File: src/common/clock_stop_regs.vh
`ifndef CLOCK_STOP_REGS_VH
`define CLOCK_STOP_REGS_VH
// Overview of operation
// Processor clock outputs stop while the active-low processor halt input is low, and that input is treated as asynchronous.
// The outside control logic changes either halt input only on a rising edge of the free-running bus clock.
// While one group of clocks is halted, every other clock output keeps running.
// Halted processor clocks park low and restart with a full first pulse.
// Processor clocks stop and restart within fewer than 4 processor clock periods of the halt edge.
// The bus halt input stops only the six gated bus clocks, never the free-running bus clock.
// Halted bus clocks park low and restart with a full first pulse.
// Gated bus clocks stop and restart within fewer than 2 bus clock periods of the halt edge.
// During power-up each dual-function pin is held as an input so its strap level can be sampled.
// The strap levels are captured when the supply reaches the latch threshold.
// After capture each dual-function pin becomes an output driven low until clocks start.
// Outputs start toggling when the power-up timer expires, within 3 ms.
// Straps are captured once at initial power-on and later pin levels are ignored; the code captures them again after every reset.
// An undriven dual-function pin is captured as logic one.
// Each halt input is synchronised into the clock it gates, and the gate changes only while that clock is low; the code synchronises them into mclk.

`define CPU_DIV_HALF 8'h02
`define BUS_DIV_HALF 8'h04
`define CPU_CNT_W 8
`define BUS_CNT_W 8
`define STRAP_W 5
`define STRAP_RESET 5'h1F
`define STRAP_SETTLE 2'h3
`define PU_TIME_US 3000
`define MCLK_MHZ 125
`define PU_CYCLES (`PU_TIME_US * `MCLK_MHZ)
`define CPU_OUTS 3
`define BUS_OUTS 6
`endif

File: src/rtl/clock_halt_gate.v
`timescale 1ns/1ps
// ==========================================
// Glitch-free halt gate for one clock group.
module clock_halt_gate #(
    parameter N = 1
) (
    input wire mclk,
    input wire reset,
    input wire clk_en,
    input wire clk_level,
    input wire clk_fall,
    input wire halt_n_async,
    output wire [N-1:0] clk_out,
    output wire running
);
    reg sync1_q;
    reg sync2_q;
    reg gate_q;

    // The first stage feeds only the second stage.
    always @(posedge mclk)
    begin
        if (reset)
        begin
            sync1_q <= 1'b1;
            sync2_q <= 1'b1;
        end
        else
        begin
            sync1_q <= halt_n_async;
            sync2_q <= sync1_q;
        end
    end

    // The gate only changes at a falling edge, so a pulse is never cut short.
    always @(posedge mclk)
    begin
        if (reset)
            gate_q <= 1'b0;
        else if (clk_fall)
            gate_q <= sync2_q & clk_en; // see see
    end

    assign clk_out = {N{clk_level & gate_q}}; // see
    assign running = gate_q;
endmodule

File: src/rtl/clock_stop_and_strap_latch.v
`timescale 1ns/1ps
`include "clock_stop_regs.vh"
// ==========================================
// Clock halt and strap latch top.
module clock_stop_and_strap_latch #(
    parameter PU_CYCLES = `PU_CYCLES,
    parameter CPU_OUTS = `CPU_OUTS,
    parameter BUS_OUTS = `BUS_OUTS
) (
    input wire mclk,
    input wire reset,
    input wire cpu_halt_n,
    input wire bus_halt_n,
    input wire [`STRAP_W-1:0] strap_pin_in,
    output wire [`STRAP_W-1:0] strap_pin_out,
    output wire [`STRAP_W-1:0] strap_pin_oe,
    output wire [`STRAP_W-1:0] strap_cfg,
    output wire [CPU_OUTS-1:0] cpu_clk,
    output wire free_running_bus_clock,
    output wire [BUS_OUTS-1:0] gated_bus_clock_outputs,
    output wire clocks_started
);
    reg [`CPU_CNT_W-1:0] cpu_cnt_q;
    reg [`BUS_CNT_W-1:0] bus_cnt_q;
    reg cpu_lvl_q;
    reg bus_lvl_q;
    reg [31:0] pu_cnt_q;
    reg started_q;
    wire captured;
    wire cpu_fall;
    wire bus_fall;

    // ==========================================
    // Strap capture.
    strap_latch #(.W(`STRAP_W)) u_strap (
        .mclk(mclk),
        .reset(reset),
        .pin_in(strap_pin_in),
        .strap(strap_cfg),
        .captured(captured)
    );

    assign strap_pin_oe = {`STRAP_W{captured}}; // see
    assign strap_pin_out = {`STRAP_W{1'b0}};

    // ==========================================
    // Power-up timer.
    always @(posedge mclk)
    begin
        if (reset)
        begin
            pu_cnt_q <= 32'h0000_0000;
            started_q <= 1'b0;
        end
        else if (captured && !started_q)
        begin
            if (pu_cnt_q >= PU_CYCLES - 1)
                started_q <= 1'b1;
            else
                pu_cnt_q <= pu_cnt_q + 32'h0000_0001;
        end
    end
    assign clocks_started = started_q;

    // ==========================================
    // Clock generators; each stays low until the timer expires.
    always @(posedge mclk)
    begin
        if (reset || !started_q)
        begin
            cpu_cnt_q <= 8'h00;
            bus_cnt_q <= 8'h00;
            cpu_lvl_q <= 1'b0;
            bus_lvl_q <= 1'b0;
        end
        else
        begin
            if (cpu_cnt_q == `CPU_DIV_HALF - 8'h01)
            begin
                cpu_cnt_q <= 8'h00;
                cpu_lvl_q <= ~cpu_lvl_q;
            end
            else
                cpu_cnt_q <= cpu_cnt_q + 8'h01;
            if (bus_cnt_q == `BUS_DIV_HALF - 8'h01)
            begin
                bus_cnt_q <= 8'h00;
                bus_lvl_q <= ~bus_lvl_q;
            end
            else
                bus_cnt_q <= bus_cnt_q + 8'h01;
        end
    end

    // Fall strobes mark the last mclk of a high phase.
    assign cpu_fall = cpu_lvl_q && (cpu_cnt_q == `CPU_DIV_HALF - 8'h01);
    assign bus_fall = bus_lvl_q && (bus_cnt_q == `BUS_DIV_HALF - 8'h01);

    assign free_running_bus_clock = bus_lvl_q; // see

    // ==========================================
    // Halt gates; each group only sees its own halt input.
    clock_halt_gate #(.N(CPU_OUTS)) u_cpu_gate (
        .mclk(mclk),
        .reset(reset),
        .clk_en(started_q),
        .clk_level(cpu_lvl_q),
        .clk_fall(cpu_fall),
        .halt_n_async(cpu_halt_n),
        .clk_out(cpu_clk),
        .running()
    ); // see

    clock_halt_gate #(.N(BUS_OUTS)) u_bus_gate (
        .mclk(mclk),
        .reset(reset),
        .clk_en(started_q),
        .clk_level(bus_lvl_q),
        .clk_fall(bus_fall),
        .halt_n_async(bus_halt_n),
        .clk_out(gated_bus_clock_outputs),
        .running()
    ); // see
endmodule

File: src/rtl/strap_latch.v
`timescale 1ns/1ps
`include "clock_stop_regs.vh"
// ==========================================
// Captures the strap levels once after each reset.
module strap_latch #(
    parameter W = 5
) (
    input wire mclk,
    input wire reset,
    input wire [W-1:0] pin_in,
    output reg [W-1:0] strap,
    output reg captured
);
    reg [W-1:0] s1_q;
    reg [W-1:0] s2_q;
    reg [1:0] wait_q;

    always @(posedge mclk)
    begin
        s1_q <= pin_in;
        s2_q <= s1_q;
        if (reset)
        begin
            wait_q <= 2'b00;
            captured <= 1'b0;
            strap <= `STRAP_RESET;
        end
        else if (!captured)
        begin
            // Three cycles let the synchroniser fill before the level is taken.
            if (wait_q == `STRAP_SETTLE)
            begin
                strap <= s2_q;
                captured <= 1'b1;
            end
            else
                wait_q <= wait_q + 2'b01;
        end
    end
endmodule

File: config.mk
export PLATFORM = sky130hd
export DESIGN_NAME = clock_stop_and_strap_latch
export DESIGN_NICKNAME = d
export VERILOG_FILES = /design/src/rtl/clock_halt_gate.v /design/src/rtl/clock_stop_and_strap_latch.v /design/src/rtl/strap_latch.v
export VERILOG_INCLUDE_DIRS = /design/src /design/src/common
export SDC_FILE = /design/constraint.sdc
export NUM_CORES = 1
export LEC_CHECK = 0
export BUFFER_PORTS_ARGS = -buffer_cell sky130_fd_sc_hd__buf_2
export CAP_MARGIN = 10
export CORE_UTILIZATION = 30
export DETAILED_ROUTE_END_ITERATION = 12
export PLACE_DENSITY = 0.48
export SLEW_MARGIN = 10
export SYNTH_ARGS = -nofsm -noshare
export SYNTH_HDL_FRONTEND = slang
export SYNTH_HIERARCHICAL = 1
export SYNTH_SLANG_ARGS = --single-unit
export TNS_END_PERCENT = 5
File: constraint.sdc
create_clock -name mclk -period 3.5 [get_ports mclk]
set_clock_uncertainty 0.2 [all_clocks]
set_input_delay 0.175 -clock mclk [delete_from_list [all_inputs] [get_ports mclk]]
set_output_delay 0.175 -clock mclk [all_outputs]
set_load 0.1 [all_outputs]
After elaboration in Yosys (flattened, before gate mapping)
Cells that the tools add are included.
Widths: inputs -> output; s select.
- flip-flop bits (word level): 75
- latch bits: 0
- RAM bits: 0
- bits in read-only memories: 0
- bits of input ports: 9
- word-level logic and storage cells: 47
- memories kept: 0
- add/subtract/negate cells: 4
- $mul: 0
- divide/modulo/power cells: 0
- $lt $le $gt $ge: 1
- equal/unequal tests: 3
- shift-type cells: 0
- mux-type cells: 2
- bitwise operators: 9
- reductions and logical operators: 11
- operators by type and width (cell ; number):
    $add 32x1->32 const B ; 1
    $ge 32x19->1 const B ; 1
    $add 8x1->8 const B ; 2
    $eq 8x1->1 const B ; 1
    $eq 8x2->1 const B ; 1
    $reduce_and 2->1 ; 4
    $not 1->1 ; 5
    $and 1x1->1 ; 4
    $reduce_or 2->1 ; 2
    $logic_and 1x1->1 ; 3
    $add 2x1->2 const B ; 1
    $eq 2x2->1 const B ; 1
    $mux 1 ; 2
    $logic_not 1->1 ; 1
    $logic_or 1x1->1 ; 1

Depth between registers and ports, before layout
- word-level depth: 3
- mapped depth: 7

Hierarchy
Netlist, hierarchy kept.
- by module, submodules not included (module ; times used ; cells an instance ; area each (um^2) ; seq. area each (um^2)):
    clock_stop_and_strap_latch ; 1 ; 248 ; 2321.0 ; 1021.0
    strap_latch ; 1 ; 45 ; 521.8 ; 360.3
    clock_halt_gate at u_bus_gate ; 1 ; 14 ; 143.9 ; 60.1
    clock_halt_gate at u_cpu_gate ; 1 ; 11 ; 121.4 ; 60.1

Least setup slack after synthesis
No wires, ideal clock.
- path type: reg-to-output
- start point: reg bus_lvl_q (netlist: free_running_bus_clock)
- end point: out gated_bus_clock_outputs[1]
- arrival: 2331 ps
- data required time: 3125 ps
- slack: 794 ps
- cell stages (with the launch flop): 3
- path buffers: 1
- cell sequence: dfxtp_1 -> and2_1 -> buf_4
- longest elaborated chain between the ends: 1
- ends and longest elaborated chain (element ; RTL line ; RTL):
    start: declaration ; clock_stop_and_strap_latch.v:26 ; reg bus_lvl_q;
    start signal: assignment ; clock_stop_and_strap_latch.v:88 ; bus_lvl_q <= ~bus_lvl_q;
    $and 1x1->1 ; clock_halt_gate.v:44 ; assign clk_out = {N{clk_level & gate_q}};
    end: declaration ; clock_stop_and_strap_latch.v:20 ; output wire [BUS_OUTS-1:0] gated_bus_clock_outputs,
No other way between the ends.

Worst setup path in the final report
- start point: reg pu_cnt_q[0]
- end point: reg pu_cnt_q[17]
- longest elaborated chain between the ends: 3
- elaborated cells on any way between the ends: 4
- classes of those cells: add/sub: 1; order compare: 1; bitwise: 1; reduce/logical: 1
- ends and longest elaborated chain (element ; RTL line ; RTL):
    start: declaration ; clock_stop_and_strap_latch.v:27 ; reg [31:0] pu_cnt_q;
    start signal: assignment ; clock_stop_and_strap_latch.v:60 ; pu_cnt_q <= pu_cnt_q + 32'h0000_0001;
    $ge 32x19->1 ; clock_stop_and_strap_latch.v:57 ; if (pu_cnt_q >= PU_CYCLES - 1)
    $not 1->1 (no line) ; - ;
    $reduce_and 2->1 (no line) ; - ;
Several ways; a longest one is shown, not always the timed one.
A chain may end at the register's enable or synchronous reset.

==> results.py <==
metrics = {
    "clock_network": {
        "ctsRootBufferMaster": "clkbuf_8",
        "cts.sink_count": 75,
        "numCtsBuffers": 9,
        "cts_setup_buffers": 0,
        "cts_hold_buf": 7,
        "ctsResizeCount": 0,
        "cts_buffer_depth": 2,
        "clk_pin_slew_worst_paths_ns": 0.09,
        "htree_levels": 3,
        "cts_tree": "built",
        "clk_latency_ns": 0.36,
    },
    "synth": {
        "synth.distinct_cells": 51,
        "avgSynthCellArea_um2": 9.774,
        "synth_xor_xnor_area_share_pct": 4.509,
        "yosys-top-cells-count": "dfxtp_1, nor2_1, nor2b_1",
        "synth_edf_count": 0,
        "yosysWarnings": 6,
        "syn-instance-count": 318,
        "syn_area_um2": 3108,
        "synth-adder-area-share_pct": 2.013,
        "synth-seq-cells": 75,
        "synth_top_family_by_area": "simple AND/OR/NAND/NOR gates",
        "yosysSeqAreaShare_pct": 48.31,
        "yosysTopAreaCell": "dfxtp_1",
        "synthFlopType": "dfxtp_1",
        "async_flop_share_pct": 0,
        "yosys-top-cells-area": "dfxtp_1, nor2_1, buf_4",
        "synth_most_common_cell": "dfxtp_1",
        "yosysTopAreaCellShare_pct": 48.31,
        "synth_compound_area_share_pct": 9.622,
        "synth-simple-area-share_pct": 25.97,
        "synth_mux_area_share_pct": 3.382,
    },
    "power": {
        "p_leak_uw": 0.001315,
        "pwr-share-clk_pct": 35.9,
        "p_comb_share_pct": 14.0,
        "power_frac_seq_pct": 50.1,
        "power_uw": 1792,
        "p_per_area_nw_per_um2": 505.6,
        "power.net_switching_uw": 577.0,
        "switching_share_pct": 32.20,
        "ir_worst_vdd_mv": 0.2462,
        "internal_power_uw": 1215,
    },
    "routing": {
        "ant_nets": 0,
        "drc": 0,
        "wl_per_cell_um": 10.66,
        "avgViaCountPerCell": 4.392,
        "totalWireLength_um": 5171,
        "drtIter0Drc": 115,
        "vias": 2130,
        "dr.pass1.iters": 5,
    },
    "setup_path": {
        "cpMostUsedCell": "a21oi_1",
        "startpoint_type": "flop",
        "critPathMaxStageDelay_ns": 0.61,
        "crit_family": "compound AO/OA/AOI/OAI gates",
        "crit_chain": "ha_1 -> a21oi_1 -> o211ai_1 -> a2111o_1 -> or4_1 -> a21oi_1",
        "cp_max_fo": 13,
        "path_class": "reg -> reg",
        "cp.required_ns": 3.59,
        "r2r-end": "pu_cnt_q[17]$_SDFFE_PP0P_",
        "crit_arrival_ns": 2.58,
        "critPathSlowestCell": "a2111o_1",
        "timing.critical_path.buf_inv": 0,
        "r2r_slack_ns": 1.01,
        "r2r_start": "pu_cnt_q[0]$_SDFFE_PP0P_",
        "end_kind": "flop",
        "reg2reg_depth": 6,
    },
    "timing": {
        "clock.fmax_mhz": 401.7,
        "fin_crit_sh_pct": 71.13,
        "finalSetupViolations": 0,
        "slew_viol_final": 0,
        "min_period_ns": 2.489,
        "layout_setup_ws_ns": 1.011,
        "relSlewSlack_pct": 60.53,
        "rsz0062_at_grt": "false",
        "fin_setup_tns_ns": 0,
        "hold_viol": 0,
        "hold_slack_ns": 0.03887,
        "worst_pin_slew_ns": 0.5895,
    },
    "place": {
        "pre_cts_ws_ns": 1.017,
        "place_area_um2": 3283,
        "port_buffers": 29,
        "hpwl_um": 3546,
        "gp_congestion": 0.6862,
    },
    "outcome": {
        "status": "finished, final reports clean",
    },
    "die": {
        "fp.coreArea_um2": 9910,
        "ios": 35,
        "die_h_um": 103.8,
        "std_cell_rows": 36,
        "start_util_pct": 31.36,
        "die_w_um": 103.8,
        "die_area_um2": 10770,
    },
    "worst_hold_path": {
        "hold_path_end": "pu_cnt_q[4]$_SDFFE_PP0P_",
        "hold_path_depth": 2,
        "min-delay-path-class": "in -> reg",
        "min-delay-start": "reset",
    },
    "run": {
        "maxCapViolCount": 0,
    },
    "grt": {
        "grtUsageTotal_pct": 10.44,
        "antenna_found_initial": 0,
        "grt_pass1_vias": 1972,
        "grt-ovfl-total": 0,
        "grt_max_degree": 25,
        "grt_pass1_wl_um": 9073,
    },
    "finish": {
        "areaGrowthSynthToFinish_pct": 14.01,
        "stdcell_area_um2": 3543,
        "diodes": 0,
        "layout-drive-gt1-share_pct": 17.90,
        "fin_nets": 361,
        "fillCellCount": 1043,
    },
}
logic make-up (layout without fill, tap and decap cells):
kind of cell,Yosys count,after routing
compound gates,39,39
buf+inv,30,60
flops,75,75
other cells,1,5
xor+xnor,16,16
simple gates,142,142
mux,10,10
fa+ha+maj,5,5
metal layers:
metal	share of wire (%)	wire [um]	global-route usage, %
met1	49	2524	12.65
met2	45	2350	16.40
met3	3.8	197	3.461
met4	1.9	97	5.510
met5	0	0	0
metrics by stage:
step                      cells  utilization (%)
after detailed placement    462            33.13
after floorplan             322                -
after global routing        485            35.76
final                       485            35.76
after global placement      462            33.13
after CTS                   485            35.76
state kept, by name (all words and copies together), names as in the netlist:
register / cells
u_cpu_gate/running: 1
u_strap/strap: 5
u_strap/captured: 1
u_strap/wait_q: 2
cpu_lvl_q: 1
u_strap/s2_q: 5
u_bus_gate/running: 1
cpu_cnt_q: 8
u_cpu_gate/sync1_q: 1
bus_cnt_q: 8
clocks_started: 1
u_bus_gate/sync1_q: 1
pu_cnt_q: 32
free_running_bus_clock: 1
u_strap/s1_q: 5
u_cpu_gate/sync2_q: 1
u_bus_gate/sync2_q: 1
layout by cell type (no fill, tap or decap), drive strengths merged, types with 2 or more instances in the layout:
cell / n
nor4: 4
conb: 5
and2: 3
nor4b: 2
mux2i: 6
a211oi: 3
or2: 4
xnor2: 8
clkbuf: 9
buf: 31
nand3: 15
xor2: 8
nor2: 49
a2111oi: 2
dlygate4sd3: 7
nand2b: 7
dfxtp: 75
nor2b: 19
a21oi: 16
nor3: 6
nand2: 9
mux2: 4
ha: 5
and3: 6
o21ai: 8
a31o: 4
or3: 6
nand4: 7
inv: 12
power groups by stage:
| stage | Clock [uW] | Sequential, uW | Combinational, uW |
|---|---|---|---|
| after floorplan | 0 | 959 | 189 |
| after global placement | 0 | 918 | 244 |
| after detailed placement | 0 | 918 | 247 |
| after CTS | 673 | 898 | 253 |
| after global routing | 709 | 902 | 268 |
| final | 643 | 898 | 251 |
cell type report:
cell class	instances	area, um^2	area share [%]
multi-input cells	217	1433	40.43
repair buffers	38	230.2	6.497
clock buffers	9	123.9	3.496
inverters	6	22.52	0.6356
well taps	133	166.4	4.696
flip-flops and latches	75	1501	42.37
clock inverters	7	66.31	1.871
how the worst max path moves through the flow:
stage | start | end | slack, ns | depth (start not counted)
after floorplan | free_running_bus_clock$_SDFFE_PP0N_ | gated_bus_clock_outputs[1] | 0.79 | 2
after global placement | pu_cnt_q[0]$_SDFFE_PP0P_ | pu_cnt_q[17]$_SDFFE_PP0P_ | 1.08 | 6
after detailed placement | pu_cnt_q[0]$_SDFFE_PP0P_ | pu_cnt_q[9]$_SDFFE_PP0P_ | 1.02 | 6
after CTS | pu_cnt_q[0]$_SDFFE_PP0P_ | pu_cnt_q[9]$_SDFFE_PP0P_ | 0.99 | 6
after global routing | pu_cnt_q[0]$_SDFFE_PP0P_ | pu_cnt_q[17]$_SDFFE_PP0P_ | 0.80 | 6
final | pu_cnt_q[0]$_SDFFE_PP0P_ | pu_cnt_q[17]$_SDFFE_PP0P_ | 1.01 | 6
Note: power is estimated with default switching activity, not from simulation.
